--- src/logic/esr_pkg.sv ---
package esr_pkg;

  // I/O port address of the routing register
  localparam logic [15:0] ROUTE_ADDR    = 16'h1c00;

  // Field positions inside the routing register
  localparam int          PP_LSB        = 12;
  localparam int          SP1_LSB       = 10;
  localparam int          SP0_LSB       = 8;
  localparam int          ADDR_LSB      = 0;

  // Writable bits; 15, 7 and 6 stay zero
  localparam logic [15:0] ROUTE_WMASK   = 16'h7f3f;
  localparam logic [15:0] ROUTE_RESET   = 16'h0000;

  // Pin group widths
  localparam int          PP_PINS       = 21;
  localparam int          SP_PINS       = 6;
  localparam int          ADDR_PINS     = 6;
  localparam int          GPIO_W        = 32;

  // First GPIO taken over by the upper address pins
  localparam int          ADDR_GP_BASE  = 21;
  // GPIO used on serial port 0 and serial port 1
  localparam int          SP0_GP_BASE   = 0;
  localparam int          SP1_GP_BASE   = 6;

  // Parallel port sharing modes
  typedef enum logic [2:0] {
    PP_LCD16,
    PP_SPI_GP_UART_AUD1,
    PP_LCD8_GP,
    PP_LCD8_SPI_AUD2,
    PP_LCD8_AUD1_UART,
    PP_LCD8_SPI_UART,
    PP_SPI_AUD1_AUD2_GP,
    PP_RSVD
  } esr_pp_mode_t;

  // Serial port sharing modes
  typedef enum logic [1:0] {
    SP_CARD,
    SP_AUDIO_GP,
    SP_GPIO,
    SP_RSVD
  } esr_sp_mode_t;

  // I/O port request from the CPU
  typedef struct packed {
    logic        wr;
    logic        rd;
    logic [15:0] addr;
    logic [15:0] wdata;
  } esr_io_req_t;

  // Decoded routing configuration
  typedef struct packed {
    esr_pp_mode_t pp;
    esr_sp_mode_t sp1;
    esr_sp_mode_t sp0;
    logic [5:0]   addr_gp;
  } esr_cfg_t;

  // Drive of a full parallel port wide source
  typedef struct packed {
    logic [20:0] out;
    logic [20:0] oe_n;
  } esr_pp_pad_t;

endpackage

--- src/logic/esr_pin_group.sv ---
`timescale 1ns/1ns
module esr_pin_group #(
  parameter int W = 6
) (
  // Selected sharing mode
  input  wire esr_pkg::esr_sp_mode_t mode,
  // Three candidate sources
  input  wire logic [W-1:0]          src0_out,
  input  wire logic [W-1:0]          src0_oe_n,
  input  wire logic [W-1:0]          src1_out,
  input  wire logic [W-1:0]          src1_oe_n,
  input  wire logic [W-1:0]          src2_out,
  input  wire logic [W-1:0]          src2_oe_n,
  // Pins
  input  wire logic [W-1:0]          pin_in,
  output logic [W-1:0]               pin_out,
  output logic [W-1:0]               pin_oe_n,
  // Pin levels handed back to the selected source
  output logic [W-1:0]               src0_in,
  output logic [W-1:0]               src1_in,
  output logic [W-1:0]               src2_in
);

  // A group needs at least one pin
  if (W < 1) begin : g_chk
    $error("esr_pin_group: W must be at least 1");
  end

  // Pure steering; unselected sources see zero
  always_comb begin
    pin_out  = '0;
    pin_oe_n = '1;
    src0_in  = '0;
    src1_in  = '0;
    src2_in  = '0;
    unique case (mode)
      esr_pkg::SP_CARD: begin
        pin_out  = src0_out;
        pin_oe_n = src0_oe_n;
        src0_in  = pin_in;
      end
      esr_pkg::SP_AUDIO_GP: begin
        pin_out  = src1_out;
        pin_oe_n = src1_oe_n;
        src1_in  = pin_in;
      end
      esr_pkg::SP_GPIO: begin
        pin_out  = src2_out;
        pin_oe_n = src2_oe_n;
        src2_in  = pin_in;
      end
      esr_pkg::SP_RSVD: begin
        // Reserved code releases the pins rather than guess
        pin_oe_n = '1;
      end
    endcase
  end

endmodule

--- src/logic/esr_pin_routing.sv ---
`timescale 1ns/1ns
// Operation
// - New routing applies on next CPU clock
// - Register decoded at I/O port 0x1C00
// - Select bit 1 gives address pin GPIO
// - Six address select bits, R/W, reset 0
// - Bits 15, 7, 6 read zero, unwritable
// - Parallel mode field bits 14:12, reset 000
// - Mode 000: full LCD bridge on pins
// - Mode 001: SPI, GPIO, UART, audio one
// - Mode 010: LCD pixels and eight GPIO
// - Mode 011: LCD pixels, SPI, audio two
// - Mode 100: LCD pixels, audio one, UART
// - Mode 101: LCD pixels, SPI, UART
// - Mode 110: SPI, both audio, GPIO
// - Two serial port fields at 11:10, 9:8
// - Serial one: card, audio+GPIO, GPIO
// - Serial zero: card, audio+GPIO, GPIO
// - Address 15..20 map to GPIO 21..26
module esr_pin_routing (
  // Clock and reset
  input  wire logic                 clk_sys,
  input  wire logic                 rst,
  // CPU I/O port
  input  wire esr_pkg::esr_io_req_t io_req,
  output logic [15:0]               io_rdata,
  output logic                      io_rvalid,
  // Display bridge
  input  wire esr_pkg::esr_pp_pad_t lcd_pad,
  output logic [20:0]               lcd_in,
  // SPI
  input  wire logic [6:0]           spi_out,
  input  wire logic [6:0]           spi_oe_n,
  output logic [6:0]                spi_in,
  // UART
  input  wire logic [3:0]           uart_out,
  input  wire logic [3:0]           uart_oe_n,
  output logic [3:0]                uart_in,
  // First audio serial port
  input  wire logic [3:0]           aud_first_out,
  input  wire logic [3:0]           aud_first_oe_n,
  output logic [3:0]                aud_first_in,
  // Second audio serial port
  input  wire logic [3:0]           aud_second_out,
  input  wire logic [3:0]           aud_second_oe_n,
  output logic [3:0]                aud_second_in,
  // Serial port 0 sources
  input  wire logic [5:0]           card0_out,
  input  wire logic [5:0]           card0_oe_n,
  output logic [5:0]                card0_in,
  input  wire logic [3:0]           aud0_out,
  input  wire logic [3:0]           aud0_oe_n,
  output logic [3:0]                aud0_in,
  // Serial port 1 sources
  input  wire logic [5:0]           card1_out,
  input  wire logic [5:0]           card1_oe_n,
  output logic [5:0]                card1_in,
  input  wire logic [3:0]           aud1_out,
  input  wire logic [3:0]           aud1_oe_n,
  output logic [3:0]                aud1_in,
  // External memory address bits 20:15
  input  wire logic [5:0]           emif_addr,
  // GPIO controller
  input  wire logic [31:0]          gpio_out,
  input  wire logic [31:0]          gpio_oe_n,
  output logic [31:0]               gpio_in,
  // Parallel port pins
  input  wire logic [20:0]          pp_pin_in,
  output logic [20:0]               pp_pin_out,
  output logic [20:0]               pp_pin_oe_n,
  // Serial port pins
  input  wire logic [5:0]           sp0_pin_in,
  output logic [5:0]                sp0_pin_out,
  output logic [5:0]                sp0_pin_oe_n,
  input  wire logic [5:0]           sp1_pin_in,
  output logic [5:0]                sp1_pin_out,
  output logic [5:0]                sp1_pin_oe_n,
  // Upper address pins
  input  wire logic [5:0]           addr_pin_in,
  output logic [5:0]                addr_pin_out,
  output logic [5:0]                addr_pin_oe_n
);

  esr_pkg::esr_cfg_t cfg;       // Current routing
  logic [7:0]        pgp_out;   // GPIO set for the parallel port
  logic [7:0]        pgp_oe_n;  // Its enables
  logic [7:0]        pgp_in;    // Levels handed back to it
  logic [5:0]        s0_src1_in; // Serial 0 audio mode returns
  logic [5:0]        s0_src2_in; // Serial 0 GPIO mode returns
  logic [5:0]        s1_src1_in; // Serial 1 audio mode returns
  logic [5:0]        s1_src2_in; // Serial 1 GPIO mode returns

  // Parallel-port GPIO order: 31..27 then 20..18
  function automatic logic [7:0] pp_gp(input logic [31:0] v);
    pp_gp = {v[31:27], v[20:18]};
  endfunction

  // Register and its I/O port decode
  esr_route_reg u_reg (
    .clk_sys   (clk_sys),
    .rst       (rst),
    .io_req    (io_req),
    .io_rdata  (io_rdata),
    .io_rvalid (io_rvalid),
    .cfg       (cfg)
  );

  // GPIO subset offered to the parallel port
  assign pgp_out  = pp_gp(gpio_out);
  assign pgp_oe_n = pp_gp(gpio_oe_n);

  // Parallel port pin drive per mode; spare pins released
  always_comb begin
    pp_pin_out  = '0;
    pp_pin_oe_n = '1;
    unique case (cfg.pp)
      esr_pkg::PP_LCD16: begin
        pp_pin_out  = lcd_pad.out;
        pp_pin_oe_n = lcd_pad.oe_n;
      end
      esr_pkg::PP_SPI_GP_UART_AUD1: begin
        // SPI 6:0, GPIO 12:7, UART 16:13, audio 20:17
        pp_pin_out  = {aud_first_out, uart_out, pgp_out[5:0],
                       spi_out};
        pp_pin_oe_n = {aud_first_oe_n, uart_oe_n, pgp_oe_n[5:0],
                       spi_oe_n};
      end
      esr_pkg::PP_LCD8_GP: begin
        pp_pin_out[15:0]  = {pgp_out, lcd_pad.out[7:0]};
        pp_pin_oe_n[15:0] = {pgp_oe_n, lcd_pad.oe_n[7:0]};
      end
      esr_pkg::PP_LCD8_SPI_AUD2: begin
        pp_pin_out[15:0]  = {aud_second_out, spi_out[3:0],
                             lcd_pad.out[7:0]};
        pp_pin_oe_n[15:0] = {aud_second_oe_n, spi_oe_n[3:0],
                             lcd_pad.oe_n[7:0]};
      end
      esr_pkg::PP_LCD8_AUD1_UART: begin
        pp_pin_out[15:0]  = {uart_out, aud_first_out,
                             lcd_pad.out[7:0]};
        pp_pin_oe_n[15:0] = {uart_oe_n, aud_first_oe_n,
                             lcd_pad.oe_n[7:0]};
      end
      esr_pkg::PP_LCD8_SPI_UART: begin
        pp_pin_out[15:0]  = {uart_out, spi_out[3:0],
                             lcd_pad.out[7:0]};
        pp_pin_oe_n[15:0] = {uart_oe_n, spi_oe_n[3:0],
                             lcd_pad.oe_n[7:0]};
      end
      esr_pkg::PP_SPI_AUD1_AUD2_GP: begin
        // SPI 6:0, audio one 10:7, audio two 14:11, GPIO 20:15
        pp_pin_out  = {pgp_out[5:0], aud_second_out, aud_first_out,
                       spi_out};
        pp_pin_oe_n = {pgp_oe_n[5:0], aud_second_oe_n,
                       aud_first_oe_n, spi_oe_n};
      end
      esr_pkg::PP_RSVD: begin
        // Undefined routing: nothing drives the pins
        pp_pin_oe_n = '1;
      end
    endcase
  end

  // Parallel port pin levels back to whichever source owns them
  always_comb begin
    lcd_in        = '0;
    spi_in        = '0;
    uart_in       = '0;
    aud_first_in  = '0;
    aud_second_in = '0;
    pgp_in        = '0;
    unique case (cfg.pp)
      esr_pkg::PP_LCD16: begin
        lcd_in = pp_pin_in;
      end
      esr_pkg::PP_SPI_GP_UART_AUD1: begin
        spi_in       = pp_pin_in[6:0];
        pgp_in[5:0]  = pp_pin_in[12:7];
        uart_in      = pp_pin_in[16:13];
        aud_first_in = pp_pin_in[20:17];
      end
      esr_pkg::PP_LCD8_GP: begin
        lcd_in[7:0] = pp_pin_in[7:0];
        pgp_in      = pp_pin_in[15:8];
      end
      esr_pkg::PP_LCD8_SPI_AUD2: begin
        lcd_in[7:0]   = pp_pin_in[7:0];
        spi_in[3:0]   = pp_pin_in[11:8];
        aud_second_in = pp_pin_in[15:12];
      end
      esr_pkg::PP_LCD8_AUD1_UART: begin
        lcd_in[7:0]  = pp_pin_in[7:0];
        aud_first_in = pp_pin_in[11:8];
        uart_in      = pp_pin_in[15:12];
      end
      esr_pkg::PP_LCD8_SPI_UART: begin
        lcd_in[7:0] = pp_pin_in[7:0];
        spi_in[3:0] = pp_pin_in[11:8];
        uart_in     = pp_pin_in[15:12];
      end
      esr_pkg::PP_SPI_AUD1_AUD2_GP: begin
        spi_in        = pp_pin_in[6:0];
        aud_first_in  = pp_pin_in[10:7];
        aud_second_in = pp_pin_in[14:11];
        pgp_in[5:0]   = pp_pin_in[20:15];
      end
      esr_pkg::PP_RSVD: begin
        // Sources see idle zero while reserved
        lcd_in = '0;
      end
    endcase
  end

  // Serial port 1: card, audio plus GPIO 11:10, GPIO 11:6
  esr_pin_group #(.W(esr_pkg::SP_PINS)) u_sp1 (
    .mode      (cfg.sp1),
    .src0_out  (card1_out),
    .src0_oe_n (card1_oe_n),
    .src1_out  ({gpio_out[11:10], aud1_out}),
    .src1_oe_n ({gpio_oe_n[11:10], aud1_oe_n}),
    .src2_out  (gpio_out[esr_pkg::SP1_GP_BASE +: 6]),
    .src2_oe_n (gpio_oe_n[esr_pkg::SP1_GP_BASE +: 6]),
    .pin_in    (sp1_pin_in),
    .pin_out   (sp1_pin_out),
    .pin_oe_n  (sp1_pin_oe_n),
    .src0_in   (card1_in),
    .src1_in   (s1_src1_in),
    .src2_in   (s1_src2_in)
  );

  // Serial port 0: card, audio plus GPIO 5:4, GPIO 5:0
  esr_pin_group #(.W(esr_pkg::SP_PINS)) u_sp0 (
    .mode      (cfg.sp0),
    .src0_out  (card0_out),
    .src0_oe_n (card0_oe_n),
    .src1_out  ({gpio_out[5:4], aud0_out}),
    .src1_oe_n ({gpio_oe_n[5:4], aud0_oe_n}),
    .src2_out  (gpio_out[esr_pkg::SP0_GP_BASE +: 6]),
    .src2_oe_n (gpio_oe_n[esr_pkg::SP0_GP_BASE +: 6]),
    .pin_in    (sp0_pin_in),
    .pin_out   (sp0_pin_out),
    .pin_oe_n  (sp0_pin_oe_n),
    .src0_in   (card0_in),
    .src1_in   (s0_src1_in),
    .src2_in   (s0_src2_in)
  );

  // Audio inputs are the low four pins of the mixed mode
  assign aud1_in = s1_src1_in[3:0];
  assign aud0_in = s0_src1_in[3:0];

  // Upper address pins: EMIF drives unless selected, GPIO when selected
  always_comb begin
    for (int i = 0; i < esr_pkg::ADDR_PINS; i++) begin
      if (cfg.addr_gp[i]) begin
        // Address 15+i becomes GPIO 21+i
        addr_pin_out[i]  = gpio_out[esr_pkg::ADDR_GP_BASE + i];
        addr_pin_oe_n[i] = gpio_oe_n[esr_pkg::ADDR_GP_BASE + i];
      end else begin
        // Address output keeps its pin
        addr_pin_out[i]  = emif_addr[i];
        addr_pin_oe_n[i] = 1'b0;
      end
    end
  end

  // GPIO input gather; groups are disjoint so OR merges them
  always_comb begin
    gpio_in        = '0;
    gpio_in[5:0]   = s0_src2_in;
    gpio_in[5:4]   = gpio_in[5:4] | s0_src1_in[5:4];
    gpio_in[11:6]  = s1_src2_in;
    gpio_in[11:10] = gpio_in[11:10] | s1_src1_in[5:4];
    gpio_in[20:18] = pgp_in[2:0];
    gpio_in[31:27] = pgp_in[7:3];
    // Address pin levels only reach GPIO while selected
    gpio_in[esr_pkg::ADDR_GP_BASE +: 6] =
      addr_pin_in & cfg.addr_gp;
  end

  // Software owns clock gating and peripheral reset around a change;
  // the mux switches at once and does not glitch-protect pins.

endmodule

--- src/logic/esr_route_reg.sv ---
`timescale 1ns/1ns
module esr_route_reg (
  // Clock and reset
  input  wire logic               clk_sys,
  input  wire logic               rst,
  // CPU I/O port
  input  wire esr_pkg::esr_io_req_t io_req,
  output logic [15:0]             io_rdata,
  output logic                    io_rvalid,
  // Routing configuration
  output esr_pkg::esr_cfg_t       cfg
);

  logic [15:0] route_q;   // Stored register value
  logic        hit;       // Address match

  // Decode of the single port address
  assign hit = (io_req.addr == esr_pkg::ROUTE_ADDR);

  // Register store; reserved bits never take a write
  always_ff @(posedge clk_sys or posedge rst) begin
    if (rst) begin
      route_q <= esr_pkg::ROUTE_RESET;
    end else if (io_req.wr && hit) begin
      route_q <= io_req.wdata & esr_pkg::ROUTE_WMASK;
    end
  end

  // Read data held in a flop, valid one cycle after the strobe
  always_ff @(posedge clk_sys or posedge rst) begin
    if (rst) begin
      io_rdata  <= 16'h0000;
      io_rvalid <= 1'b0;
    end else begin
      io_rvalid <= io_req.rd && hit;
      if (io_req.rd && hit) begin
        io_rdata <= route_q;
      end
    end
  end

  // Field split; routing follows from the cycle after the write
  assign cfg.pp      = esr_pkg::esr_pp_mode_t'(
                         route_q[esr_pkg::PP_LSB +: 3]);
  assign cfg.sp1     = esr_pkg::esr_sp_mode_t'(
                         route_q[esr_pkg::SP1_LSB +: 2]);
  assign cfg.sp0     = esr_pkg::esr_sp_mode_t'(
                         route_q[esr_pkg::SP0_LSB +: 2]);
  assign cfg.addr_gp = route_q[esr_pkg::ADDR_LSB +: 6];

endmodule

--- config.mk ---
export PLATFORM = sky130hd
export DESIGN_NAME = esr_pin_routing
export DESIGN_NICKNAME = d
export VERILOG_FILES = /design/src/logic/esr_pkg.sv /design/src/logic/esr_pin_group.sv /design/src/logic/esr_pin_routing.sv /design/src/logic/esr_route_reg.sv
export SDC_FILE = /design/constraint.sdc
export NUM_CORES = 1
export LEC_CHECK = 0
export BUFFER_PORTS_ARGS = -buffer_cell sky130_fd_sc_hd__buf_2
export CAP_MARGIN = 20
export CORE_AREA = 2 2 178 180
export CTS_CLUSTER_SIZE = 12
export DETAILED_ROUTE_END_ITERATION = 8
export DIE_AREA = 0 0 180 182
export GPL_ROUTABILITY_DRIVEN = 1
export PLACE_DENSITY = 0.37
export SLEW_MARGIN = 20
export SYNTH_ARGS = -nofsm -noshare
export SYNTH_HDL_FRONTEND = slang
export SYNTH_SLANG_ARGS = --single-unit
--- constraint.sdc ---
create_clock -name clk_sys -period 3.59 [get_ports clk_sys]
set_input_delay 0.359 -clock clk_sys [delete_from_list [all_inputs] [get_ports clk_sys]]
set_output_delay 0.359 -clock clk_sys [all_outputs]
set_load 0.005 [all_outputs]
## Yosys cells after proc, flatten, opt, wreduce, memory -nomap -nowiden

Cells that the tools add are included.

- Output and inout port bits: 187
- Latch bits: 0
- Input port bits: 265
- RAM bits: 0
- Register bits: 27
- Memory bits (read-only): 0
- Memories: 0

- Equal/unequal tests: 14
- Bitwise operators: 3
- Mux-type cells: 35
- $add $sub $neg: 0
- Divide/modulo/power cells: 0
- Magnitude comparators: 0
- Shift-type cells: 0
- Reductions and logical operators: 9
- $mul: 0

Operators by type and width:

| operator | number |
|---|---|
| one-hot mux 16 bit (8 select lines) | 1 |
| one-hot mux 16 bit (7 select lines) | 1 |
| one-hot mux 6 bit (3 select lines) | 3 |
| one-hot mux 6 bit (4 select lines) | 2 |
| 2-to-1 mux 6 bit | 6 |
| one-hot mux 5 bit (3 select lines) | 2 |
| one-hot mux 4 bit (2 select lines) | 3 |
| equality test 16 x 13 -> 1 bit (second input constant) | 1 |
| 2-to-1 mux 13 bit | 1 |
| equality test 3 bit (second input constant) | 4 |
| 2-to-1 mux 1 bit | 12 |
| one-hot mux 4 bit (3 select lines) | 1 |
| equality test 2 bit (second input constant) | 4 |
| 2-to-1 mux 8 bit | 1 |
| bitwise AND 6 bit | 1 |
| equality test 3 x 2 -> 1 bit (second input constant) | 2 |
| OR reduction 2 bit | 3 |
| OR reduction 5 bit | 1 |
| equality test 2 x 1 -> 1 bit (second input constant) | 2 |
| zero test 2 bit | 2 |
| OR 2 bit | 2 |
| equality test 3 x 1 -> 1 bit (second input constant) | 1 |
| zero test 3 bit | 1 |
| 2-to-1 mux 3 bit | 1 |
| other kinds (2) | 3 |

## Depth between registers and ports, before layout

Gate-level depths: netlist of run 1.

- Depth after elaboration: 3
- Mapped depth: 7
- Mapped depth without buffers: 4

## By module

A second synthesis of run 1 with hierarchy kept.

- Cells, all modules: 539
- Area, all modules: 4439.3 um^2

By module, submodules not included:

| module | cells each | area an instance (um^2) | times used |
|---|---|---|---|
| esr_pin_routing | 370 | 2409.8 | 1 |
| esr_route_reg | 69 | 1196.1 | 1 |
| esr_pin_group | 50 | 416.6 | 2 |

## Worst setup path after synthesis of run 1

OpenSTA, ideal clock, no wires.

- Kind: register to output
- From: register u_reg.route_q[13]
- To: output pp_pin_oe_n[0]
- Stages on the path, launching flop included: 7
- Data required time: 3231 ps
- Path slack: 1708 ps
- Buffers on the path: 3
- Arrival time: 1523 ps
- Cell sequence: dfrtp_1 > buf_2 > clkinv_1 > clkbuf_1 > buf_1 > o221ai_1 > a21oi_1

- Cells in the longest elaborated chain, start to end: 2
- Elaborated cells between the ends (all ways): 9
- Those cells by class: eq/ne (7); mux (1); reduce/logical (1)

RTL lines:

| element | RTL line | text |
|---|---|---|
| start, declared | esr_route_reg.sv:14 | `logic [15:0] route_q;` |
| start signal, assigned | esr_route_reg.sv:23 | `route_q <= esr_pkg::ROUTE_RESET;` |
| start signal, assigned | esr_route_reg.sv:25 | `route_q <= io_req.wdata & esr_pkg::ROUTE_WMASK;` |
| equality test 3 bit, or another cell as far along | esr_pin_routing.sv:116 | `unique case (cfg.pp)` |
| one-hot mux 16 bit (8 select lines) (*) | esr_pin_routing.sv:116 |  |
| end, declared | esr_pin_routing.sv:70 | `output logic [20:0] pp_pin_oe_n,` |

Every way passes the cells marked *; elsewhere a longest branch is shown, timed or not.

## Worst setup path in the final report of run 1

- From: register u_reg.route_q[14]
- To: output pp_pin_oe_n[11]

The elaborated chain is that of the path after synthesis.

==> metrics.md, run 1 <==
| Metric | Value |
|---|---|
| Switching Fraction | 29.34% |
| Worst-case clock buffer depth | 2 |
| Crit end category | output pin |
| CTS Sinks | 27 |
| Pint | approximately 650 uW |
| Cell area after synthesis | about 4500 um^2 |
| Latest clock arrival within the worst-skew pair | roughly 270 ps |
| Finished Layout Cells | approximately 1.4k |
| Core area | about 31000 um^2 |
| Share of total power in the clock network | between 20% and 30% |
| Endpoints failing hold | 0 |
| Port Buffers | 427 |
| Slew HR | a little over a third |
| Hold-fix buffers, CTS | 0 |
| Distinct cells, synth | 52 |
| R2r endpoint | u_reg.route_q[12] |
| I/O pin cnt | 452 |
| Largest net degree at the start of global routing | 73 |
| CTS resizes | 0 |
| WL final | roughly 25 mm |
| Start of the worst register-to-register path | u_reg.route_q[12] |
| Layout area overhead | 55.62% |
| CP Data Arrival Time | approximately 2500 ps |
| Initial antenna violation count | 2 |
| Fmax achieved | 0.3469 GHz |
| DRT Pass-1 Iters | 5 |
| Die H | 182 um |
| Avg Inst Size Synth | a little under 8 um^2 |
| CTS Buf Count | 3 |
| Top FF cell, synth | dfrtp_1 |
| Layout Skew | between 10 and 15 ps |
| Fin crit share | 80.31% |
| Sequential share of the synthesized area | 15.17% |
| TritonCTS clock tree | done |
| Synth warn | 0 |
| Logic pwr share | 38.0% |
| Post-CTS setup buffers | 0 |
| Worst-Margin Slew | around 960 ps |
| WS Path Type | reg2out |
| Placed cell count | 1356 |
| Util after Layout | approximately 22% |
| Root buffer cell | clkbuf_16 |
| Final HPWL DP | about 20 mm |
| Layout cells sized above 1 | a little over half |
| R2r worst-path depth | 2 |
| Setup tns final | 0 ps |
| First-pass GRT wire length | around 36 mm |
| Seq cells post-synth | 27 |
| Initial Utilization | between 10% and 20% |
| H-tree depth | 1 |
| Min cycle time layout | approximately 2900 ps |
| DR DRC count | 0 |
| Total gr overflow | 0 |
| Sequential share of power | 33.1% |
| Reg clk slew, reported paths | 80 ps |
| Initial DRC count | between 200 and 300 |
| Total track usage | between 10% and 20% |
| Final number of setup-violating endpoints | 0 |
| Max-Cap Viols | 0 |
| Die area | 32760 um^2 |
| Critical path startpoint | u_reg.route_q[14] |
| Static Leak | about 0.0035 uW |
| Cell Pwr Density | around 130 nW/um^2 |
| Crit start category | register |
| Routability cong. | ~0.8 |
| FFs w/ async S/R, synth | 100.0% |
| Psw | 269.7 uW |
| Slack of the worst reg-to-reg path | 2220 ps |
| Status | finished clean |
| Critical path fanouts, max | 54 |
| Die W | about 180 um |
| Vias | slightly below 6k |
| Hold Path Class | in2async |
| Drt via density | between 4 and 5 |
| Cells after Synth | 567 |
| Routed length per placed instance | between 15 and 20 um |
| ANT nets after route | 0 |
| Vias in the first global route | roughly 5.7k |
| Post-synth EDFFs | 0 |
| Nets | ~1.2k |
| Fin. max-slew vios | 0 |
| RSZ-0062 raised after global routing | false |
| Worst Path Required | between 3000 and 4000 ps |
| Num rows | 65 |
| Peak VDD IR | 0.1530 mV |
[worst max-delay path, stage by stage (launching register included)]
cell,delay [ps]
dfrtp_2,610
buf_12,300
nor2_1,750
a221oi_1,220
o22a_1,200
buf_2,140
[power groups by stage]
stage | registers (uW) | logic (uW) | clock network (uW)
global placement | 310 | 349 | 0
detailed placement | 310 | 351 | 0
CTS | 304 | 353 | 282
global route | 304 | 388 | 291
floorplan | 310 | 114 | 0
finish | 304 | 350 | 266
[worst max path at each step]
| stage | endpoint | slack (ps) |
|---|---|---|
| 2_1_floorplan | pp_pin_oe_n[0] | 1710 |
| 5_1_grt | spi_in[5] | 460 |
| 3_5_place_dp | spi_in[5] | 980 |
| 4_1_cts | spi_in[5] | 660 |
| 6_report | pp_pin_oe_n[11] | 710 |
| 3_3_place_gp | pp_pin_out[14] | 910 |
[metal layers]
| metal | GRT usage, % | vias up | wire, um |
|---|---|---|---|
| li1 | - | 2884 | - |
| met1 | 19.32 | 2815 | 11300 |
| met2 | 24.44 | 203 | 12340 |
| met3 | 1.966 | 6 | 1197 |
| met4 | 1.724 | 0 | 87 |
| met5 | 0 | - | 0 |
[layout make-up]
cell class                 count  area (um^2)
antenna                        3        7.507
sequential                    27        679.4
clock buffer                   3        75.07
tap                          402        503.0
timing repair buffer         441         2267
fill                        3590        24050
inverter                       9        33.78
clock inverter                 1        7.507
multi-input combinational    477         3358
[kinds of logic after synthesis]
family	Yosys count	synth area share (%)
other	1	0.08419
adder cells (fa/ha/maj)	1	0.2247
AO/OA/AOI/OAI	199	30.31
multiplexers	82	21.66
AND/OR/NAND/NOR	186	22.44
buffers and inverters	71	10.11
flip-flops	27	15.17
[synth_stat cells, types with 9 or more instances]
| library cell | count | share of area, % |
|---|---|---|
| a21oi_1 | 37 | 4.2 |
| a22o_1 | 13 | 2.6 |
| a22oi_1 | 26 | 4.4 |
| and2_1 | 46 | 6.5 |
| and3_1 | 26 | 3.7 |
| buf_4 | 9 | 1.5 |
| clkbuf_1 | 28 | 2.4 |
| dfrtp_1 | 27 | 15 |
| mux2_2 | 25 | 6.3 |
| mux2_4 | 20 | 6.7 |
| mux2i_1 | 36 | 8.1 |
| nand2_1 | 42 | 3.5 |
| nand2b_1 | 9 | 1.3 |
| nor2_1 | 38 | 3.2 |
| nor2b_1 | 15 | 2.1 |
| o21ai_0 | 41 | 4.6 |
| o22a_1 | 19 | 3.7 |
| o22ai_1 | 24 | 3.4 |
[registers in the layout (all words and copies together), names as in the netlist]
name / cells
u_reg.io_rdata: 13
u_reg.route_q: 13
u_reg.io_rvalid: 1
[layout by cell type, fill, tap and decap left out, types with 2 or more instances in the layout]
master / n
diode_2: 3
and3_1: 26
inv_1: 8
a22o_1: 13
a221o_1: 2
a22oi_1: 26
mux2_2: 25
buf_12: 2
nand2_1: 42
a21oi_1: 37
conb_1: 9
buf_2: 427
o221ai_1: 7
dfrtp_2: 3
a211o_1: 3
o21a_1: 5
o22ai_1: 24
o22a_1: 19
o2bb2ai_1: 6
clkbuf_16: 3
nor2_1: 38
a311o_1: 2
nand2b_1: 9
a31oi_1: 4
nand2_4: 2
mux2i_1: 36
o21ai_0: 41
nor2b_1: 15
buf_4: 12
mux2_4: 20
and2_1: 46
a221oi_1: 3
dfrtp_1: 24
[per-stage QoR]
step / setup slack (ps) / power [uW] / hold slack [ps] / instance area (um^2)
floorplan: 1708 / 424.0 / 411.7 / 4484
global placement: 911.8 / 659.5 / 484.0 / 6842
detailed placement: 975.1 / 661.0 / 493.0 / 6842
CTS: 664.3 / 938.2 / 309.4 / 6924
global route: 456.4 / 982.5 / 310.4 / 6929
finish: 706.9 / 919.2 / 284.2 / 6932
Power figures use the tool's default switching activity.
==> run 2: changes to the inputs <==
--- a/config.mk
+++ b/config.mk
@@ -5,14 +5,15 @@
 export SDC_FILE = /design/constraint.sdc
 export NUM_CORES = 1
 export LEC_CHECK = 0
+export ABC_AREA = 1
 export BUFFER_PORTS_ARGS = -buffer_cell sky130_fd_sc_hd__buf_2
 export CAP_MARGIN = 20
-export CORE_AREA = 2 2 178 180
+export CORE_AREA = 2 2 175 177
 export CTS_CLUSTER_SIZE = 12
 export DETAILED_ROUTE_END_ITERATION = 8
-export DIE_AREA = 0 0 180 182
+export DIE_AREA = 0 0 177 179
 export GPL_ROUTABILITY_DRIVEN = 1
-export PLACE_DENSITY = 0.37
+export PLACE_DENSITY = 0.36
 export SLEW_MARGIN = 20
 export SYNTH_ARGS = -nofsm -noshare
 export SYNTH_HDL_FRONTEND = slang
==> constraint.sdc (replaced) <==
create_clock -name clk_sys -period 2.5 [get_ports clk_sys]
set_input_delay 0.25 -clock clk_sys [delete_from_list [all_inputs] [get_ports clk_sys]]
set_output_delay 0.25 -clock clk_sys [all_outputs]
set_load 0.005 [all_outputs]
==> run 2 against run 1 <==
  * Core utilization down 0.85 points
  * Via count up 5.1%
  * Sequential power increased by 43%
  * Design area shrank 6.8%
  * Synthesized cell count rose by 27%
  * Largest cell class unchanged
==> metrics.md, run 2 <==
| Metric | Value |
|---|---|
| Status | finished clean (unchanged) |
| Setup tns final | 0 ps (unchanged) |
| Root buffer cell | clkbuf_16 (unchanged) |
| Reg area | 675.6 um^2 (was 679.4 um^2) |
| Die H | 179 um (was 182 um) |
| Num rows | 64 (was 65) |
| Largest net degree at the start of global routing | 28 (was 73) |
| Hold Path Class | in2async (unchanged) |
| Post-synth EDFFs | 0 (unchanged) |
| Most frequent cells in the layout | buf_2 (427), nand2_1 (232), nor2_1 (130) (was buf_2 (427), and2_1 (46), nand2_1 (42)) |
| Crit start category | register (unchanged) |
| I/O pin cnt | 452 (unchanged) |
| Ranking of synthesized cells by area | nand2_1 (23%), dfrtp_1 (18%), nor2_1 (13%) (was dfrtp_1 (15%), mux2i_1 (8.1%), mux2_4 (6.7%)) |
| Reg clk slew, reported paths | 80 ps (about the same) |
| Delay-heaviest family, CP | buffers and inverters (was simple AND/OR/NAND/NOR gates) |
| Routed length per placed instance | 15.65 um (was 18.29 um) |
| DR DRC count | 0 (unchanged) |
| Area leader, netlist | nand2_1 (was dfrtp_1) |
| WS Path Type | reg2out (unchanged) |
| Critical-path top delay cell | dfrtp_1 (was nor2_1) |
| WL final | 24.11 mm (was 24.92 mm) |
| Total track usage | 14.04% (was 14.20%) |
| FFs w/ async S/R, synth | 100.0% (unchanged) |
| Psw | 397.8 uW (was 269.7 uW) |
| Largest registers | u_reg.io_rdata x13, u_reg.route_q x13, u_reg.io_rvalid x1 (unchanged) |
| First-pass GRT wire length | 34.17 mm (was 36.29 mm) |
| CTS resizes | 0 (unchanged) |
| DRT Pass-1 Iters | 4 (was 5) |
| Layout filler cell count | 3588 (was 3590) |
| Layout Skew | 5.959 ps (was 13.44 ps) |
| Synth warn | 0 (unchanged) |
| Layout cells sized above 1 | 41.05% (was 52.19%) |
| Total gr overflow | 0 (unchanged) |
| Fin. max-slew vios | 0 (unchanged) |
| Placed Instance Area | 6374 um^2 (was 6842 um^2) |
| Buf/Inv on CP | 3 (was 2) |
| Worst-Margin Slew | 514.7 ps (was 957.0 ps) |
| Initial Utilization | 12.50% (was 14.38%) |
| Total power | 1301 uW (was 919.2 uW) |
| Layout area overhead | 72.22% (was 55.62%) |
| Share of total power in the clock network | 29.5% (was 28.9%) |
| Finished Layout Cells | 1540 (was 1363) |
| Vias | 6209 (was 5908) |
| CTS Buf Count | 3 (unchanged) |
| Finished Cell Area | 6462 um^2 (was 6932 um^2) |
| Sequential share of power | 33.6% (was 33.1%) |
| Port Buffers | 427 (unchanged) |
| Util after Layout | 21.52% (was 22.37%) |
| Placed cell count | 1532 (was 1356) |
| Crit end category | output pin (unchanged) |
| Fmax achieved | between 0.4 and 0.5 GHz |
| Cell area after synthesis | 3752 um^2 (was 4454 um^2) |
| Nets | 1406 (was 1224) |
| CTS Sinks | 27 (unchanged) |
| Final number of setup-violating endpoints | 0 (unchanged) |
| Switching Fraction | 30.58% (was 29.34%) |
| RSZ-0062 raised after global routing | false (unchanged) |
| Sequential share of the synthesized area | 18.01% (was 15.17%) |
| Final HPWL DP | 20.61 mm (was 19.99 mm) |
| Latest clock arrival within the worst-skew pair | 260 ps (was 270 ps) |
| Worst-case clock buffer depth | 2 (unchanged) |
| Pint | 902.9 uW (was 649.5 uW) |
| Worst Path Required | 2250 ps (was 3230 ps) |
| Post-CTS setup buffers | 0 (unchanged) |
| Avg Inst Size Synth | 5.212 um^2 (was 7.856 um^2) |
| Leading cell type in the layout, fill and taps excluded | buf_2 (unchanged) |
| Slew HR | 65.65% (was 35.96%) |
| Distinct cells, synth | 26 (was 52) |
| Most frequent cells after synthesis | nand2_1 (232), nor2_1 (130), inv_1 (106) (was and2_1 (46), nand2_1 (42), o21ai_0 (41)) |
| Routability cong. | 0.8613 (was 0.8171) |
| Die area | 31680 um^2 (was 32760 um^2) |
| Seq cells post-synth | 27 (unchanged) |
| Die W | 177 um (was 180 um) |
| Worst-path cell chain | inv_2 > nand2_1 > nand2_1 > or2_1 > buf_4 > nand2_1 > o21ai_0 > buf_2 (was buf_12 > nor2_1 > a221oi_1 > o22a_1 > buf_2) |
| Top FF cell, synth | dfrtp_1 (unchanged) |
| Cell Pwr Density | 201.3 nW/um^2 (was 132.6 nW/um^2) |
| Largest stage delay, worst path | 480 ps (was 750 ps) |
| Hold-fix buffers, CTS | 0 (unchanged) |
| Peak VDD IR | 0.1819 mV (was 0.1530 mV) |
| Top cell type's share of synthesized area | 23.21% (was 15.17%) |
| Multi-input gate area in the final layout | 2457 um^2 (was 3358 um^2) |
| Min cycle time layout | ~2200 ps |
| Endpoints failing hold | 0 (unchanged) |
| Core area | 30030 um^2 (was 30990 um^2) |
| Most frequent cell on the critical path | nand2_1 |
| Logic pwr share | 36.9% (was 38.0%) |
| Vias in the first global route | 5973 (was 5720) |
| Critical path fanouts, max | 19 (was 54) |
| H-tree depth | 1 (unchanged) |
| Initial antenna violation count | 4 (was 2) |
| Fin crit share | 89.14% |
| Static Leak | 0.004140 uW (was 0.003541 uW) |
| Max-Cap Viols | 0 (unchanged) |
| TritonCTS clock tree | done (unchanged) |
| Cells after Synth | 720 (was 567) |
| CP Data Arrival Time | 1980 ps (was 2520 ps) |
| Initial DRC count | 216 (was 254) |
| ANT nets after route | 0 (unchanged) |
| Count leader, synth | nand2_1 (was and2_1) |
| Drt via density | 4.032 (was 4.335) |
## run 2: changes by cell type after synthesis, moves of 16 or more
cell	change
and3_1	-26
nand2_1	+190
o22ai_1	-16
nand3_1	+35
mux2i_1	-36
mux2_2	-19
mux2_4	-20
nor2_1	+92
a21oi_1	-17
a22oi_1	-22
nand4_1	+30
and2_1	-46
inv_1	+98
## run 2: routing by layer
| metal | track usage [%] | share of wire [%] |
|---|---|---|
| met1 | 14.69 | 37 |
| met2 | 28.52 | 53 |
| met3 | 2.651 | 7.9 |
| met4 | 3.099 | 1.9 |
| met5 | 0 | 0 |
## run 2: cell type report
| type | count | area share [%] |
|---|---|---|
| Antenna cell | 4 | 0.1549 |
| Clock buffer | 4 | 1.220 |
| Inverter | 108 | 6.273 |
| Multi-Input combinational cell | 547 | 38.03 |
| Sequential cell | 27 | 10.45 |
| Tap cell | 396 | 7.667 |
| Timing Repair Buffer | 454 | 36.21 |
## run 2: worst paths after layout
path / slack, ps / to / startpoint / cells past startpoint
hold / removal: 50 / u_reg.route_q[12] / rst / 3
setup reg to reg: 1480 / u_reg.io_rdata[10] / u_reg.route_q[10] / 3
hold reg to reg: 470 / u_reg.io_rdata[4] / u_reg.io_rdata[4] / 2
max in group asynchronous: 2160 / u_reg.route_q[9] / rst / 3
min in group clk_sys: 240 / u_reg.route_q[14] / io_req[14] / 3
setup / recovery: 270 / pp_pin_out[1] / u_reg.route_q[14] / 8
## run 2: worst min-delay path: stages
cell	delay (ps)
buf_2	90
inv_1	40
buf_4	350
## run 2: power groups by stage
stage	sequential [uW]	combinational [uW]	clock, uW
finish	436	481	384
global route	437	539	417
CTS	436	491	394
detailed placement	445	488	0
global placement	445	484	0
floorplan	445	155	0
## run 2: logic make-up after synthesis
kind of cell | count (synthesis) | share of synthesized area [%]
flip-flops | 27 | 18.01
AND/OR/NAND/NOR | 436 | 47.25
other | 1 | 0.09994
multiplexers | 6 | 1.800
AO/OA/AOI/OAI | 96 | 15.54
buffers and inverters | 154 | 17.31
## run 2: through the flow
stage / setup slack, ps / hold WS (ps)
6_report: 271.6 / 47.92
5_1_grt: 64.51 / 88.49
4_1_cts: 210.3 / 76.76
3_5_place_dp: 502.5 / 362.6
3_3_place_gp: 543.1 / 362.5
2_1_floorplan: 1007 / 302.7
==> run 3: changes to the inputs <==
--- a/config.mk
+++ b/config.mk
@@ -8,12 +8,12 @@
 export ABC_AREA = 1
 export BUFFER_PORTS_ARGS = -buffer_cell sky130_fd_sc_hd__buf_2
 export CAP_MARGIN = 20
-export CORE_AREA = 2 2 175 177
+export CORE_AREA = 2 2 178 180
 export CTS_CLUSTER_SIZE = 12
 export DETAILED_ROUTE_END_ITERATION = 8
-export DIE_AREA = 0 0 177 179
+export DIE_AREA = 0 0 180 182
 export GPL_ROUTABILITY_DRIVEN = 1
-export PLACE_DENSITY = 0.36
+export PLACE_DENSITY = 0.35
 export SLEW_MARGIN = 20
 export SYNTH_ARGS = -nofsm -noshare
 export SYNTH_HDL_FRONTEND = slang
==> run 3 against run 2 <==
  * Count of clock-buffer cells in the layout did not move
  * Register-to-register slack is essentially flat
  * Worst hold slack got worse by 5.4 ps
  * Non-clock buffer count rose by 5
  * Die area is 3.4% higher
  * Clock power is essentially flat
  * Fmax fell by 3.5%
  * Final cell count is 0.65% higher
  * Combinational power hardly changed
  * Total power about the same
==> metrics.md, run 3 (synthesis gave the netlist of run 2 again) <==
| Metric | Value |
|---|---|
| Port Buffers | 427 (unchanged) |
| CP Data Arrival Time | 2060 ps (was 1980 ps) |
| Psw | 396.6 uW (was 397.8 uW) |
| Root buffer cell | clkbuf_16 (unchanged) |
| Worst Path Required | 2250 ps (about the same) |
| Fin crit share | 92.41% (was 89.14%) |
| Reg clk slew, reported paths | 70 ps (was 80 ps) |
| GRT busiest layer | met2 (unchanged) |
| Cell Pwr Density | 198.8 nW/um^2 (was 201.3 nW/um^2) |
| Nets | 1411 (was 1406) |
| RSZ-0062 raised after global routing | false (unchanged) |
| Drt via density | 3.969 (was 4.032) |
| I/O pin cnt | 452 (unchanged) |
| Initial DRC count | 167 (was 216) |
| Most frequent cells in the layout | buf_2 (427), nand2_1 (232), nor2_1 (130) (unchanged) |
| Leading cell type in the layout, fill and taps excluded | buf_2 (unchanged) |
| Num rows | 65 (was 64) |
| Slack of the worst reg-to-reg path | 1490 ps (was 1480 ps) |
| Finished Layout Cells | 1550 (was 1540) |
| Sequential share of power | 33.6% (about the same) |
| Initial Utilization | 12.11% (was 12.50%) |
| Hold Path Class | in2async (unchanged) |
| Largest stage delay, worst path | 500 ps (was 480 ps) |
| Switching Fraction | 30.52% (was 30.58%) |
| Met3 Use GR | 2.607% (was 2.651%) |
| Reg area | 676.9 um^2 (was 675.6 um^2) |
| Vias | 6152 (was 6209) |
| CTS Sinks | 27 (unchanged) |
| Layout Skew | 2.181 ps (was 5.959 ps) |
| Layout filler cell count | 3687 (was 3588) |
| R2r endpoint | u_reg.io_rdata[8] (was u_reg.io_rdata[10]) |
| Worst-case clock buffer depth | 2 (unchanged) |
| H-tree depth | 1 (unchanged) |
| Hold-fix buffers, CTS | 0 (unchanged) |
| Layout cells sized above 1 | 41.57% (was 41.05%) |
| WL final | 24.91 mm (was 24.11 mm) |
| Status | finished clean (unchanged) |
| Layout area overhead | 74.26% (was 72.22%) |
| Initial antenna violation count | 4 (unchanged) |
| Crit start category | register (unchanged) |
| Critical path depth in cells | 7 (was 8) |
| Start of the worst register-to-register path | u_reg.route_q[8] (was u_reg.route_q[10]) |
| TritonCTS clock tree | done (unchanged) |
| Logic pwr share | 37.0% (was 36.9%) |
| DRT Pass-1 Iters | 6 (was 4) |
| R2r worst-path depth | 3 (unchanged) |
| Buf/Inv on CP | 4 (was 3) |
| Static Leak | 0.004158 uW (was 0.004140 uW) |
| Endpoints failing hold | 0 (unchanged) |
| Fin. max-slew vios | 0 (unchanged) |
| Delay-heaviest family, CP | buffers and inverters (unchanged) |
| DR DRC count | 0 (unchanged) |
| Share of total power in the clock network | 29.4% (was 29.5%) |
| Fmax achieved | 0.4328 GHz (was 0.4487 GHz) |
| Setup tns final | 0 ps (unchanged) |
| WS Path Type | reg2out (unchanged) |
| Worst-Margin Slew | 711.4 ps (was 514.7 ps) |
| Max-Cap Viols | 0 (unchanged) |
| Largest net degree at the start of global routing | 28 (unchanged) |
| GRT met2 Usage | 28.28% (was 28.52%) |
| Latest clock arrival within the worst-skew pair | 260 ps (about the same) |
| M1 GR Usage | 15.66% (was 14.69%) |
| Total gr overflow | 0 (unchanged) |
| Placed cell count | 1541 (was 1532) |
| Final HPWL DP | 21.35 mm (was 20.61 mm) |
| Min cycle time layout | 2310 ps (was 2228 ps) |
| Worst-path cell chain | nand3_1 > buf_4 > clkinvlp_4 > buf_4 > nand2_1 > nand4_1 > buf_2 (was inv_2 > nand2_1 > nand2_1 > or2_1 > buf_4 > nand2_1 > o21ai_0 > buf_2) |
| Largest registers | u_reg.io_rdata x13, u_reg.route_q x13, u_reg.io_rvalid x1 (unchanged) |
| ANT nets after route | 0 (unchanged) |
| Routed length per placed instance | 16.07 um (was 15.65 um) |
| Critical-path top delay cell | dfrtp_1 (unchanged) |
| Die W | 180 um (was 177 um) |
| Critical path fanouts, max | 20 (was 19) |
| CTS Buf Count | 3 (unchanged) |
| Crit end category | output pin (unchanged) |
| Slew HR | 52.44% (was 65.65%) |
| Routability cong. | 0.7960 (was 0.8613) |
| Multi-input gate area in the final layout | 2457 um^2 (unchanged) |
| Most frequent cell on the critical path | buf_4 (was nand2_1) |
| Final number of setup-violating endpoints | 0 (unchanged) |
| Die H | 182 um (was 179 um) |
| Die area | 32760 um^2 (was 31680 um^2) |
| First-pass GRT wire length | 36.52 mm (was 34.17 mm) |
| Pint | 903.0 uW (was 902.9 uW) |
| Vias in the first global route | 6140 (was 5973) |
| Core area | 30990 um^2 (was 30030 um^2) |
| Total track usage | 14.28% (was 14.04%) |
| Peak VDD IR | 0.1337 mV (was 0.1819 mV) |
==> run 3: repair_timing <==
| item | in CTS | in global routing |
|---|---|---|
| setup endpoints to repair | 0 | 6 |
| setup buffers | 0 | 2 |
| gates resized for setup | 0 | 3 |
==> run 3: layer usage <==
layer / up-vias / part of all wire (%) / wire length [um]
li1: 3107 / - / -
met1: 2725 / 38 / 9587
met2: 296 / 53 / 13250
met3: 22 / 6.5 / 1611
met4: 2 / 1.8 / 453
met5: - / 0.052 / 13
==> run 3: power groups by stage <==
stage	Combinational, uW	Clock (uW)	Sequential, uW
final	481	382	436
after CTS	489	402	436
after floorplan	155	0	445
after detailed placement	487	0	445
after global routing	535	416	436
after global placement	485	0	445
==> run 3: worst max path at each step <==
| stage | slack (ps) | endpoint | startpoint |
|---|---|---|---|
| after detailed placement | 420 | pp_pin_out[7] | u_reg.route_q[13] |
| after floorplan | 1010 | sp1_pin_out[4] | u_reg.route_q[10] |
| final | 190 | pp_pin_oe_n[20] | u_reg.route_q[13] |
| after global routing | 50 | pp_pin_out[7] | u_reg.route_q[13] |
| after global placement | 440 | pp_pin_out[7] | u_reg.route_q[13] |
| after CTS | 120 | pp_pin_out[7] | u_reg.route_q[13] |
==> run 3: worst min-delay path: cells and delay by family <==
family | cells | cell delay (ps)
buffers and inverters | 3 | 480
==> run 3: stage by stage <==
stage	utilization, %	setup WS (ps)	hold WS (ps)	instance area (um^2)	power (uW)
after floorplan	-	1007	302.7	3782	600.1
after global placement	20.71	437.6	359.6	6416	930.0
after detailed placement	20.71	420.4	359.3	6416	932.0
after CTS	20.96	119.4	67.69	6495	1327
after global routing	21.09	51.10	93.40	6536	1388
final	21.10	189.7	42.48	6539	1300
==> run 3: layout make-up <==
type	instances	area share (%)
multi-input combinational	547	37.58
timing repair buffer	459	36.74
sequential	27	10.35
tap	402	7.692
inverter	108	6.315
clock buffer	4	1.206
antenna	3	0.1148
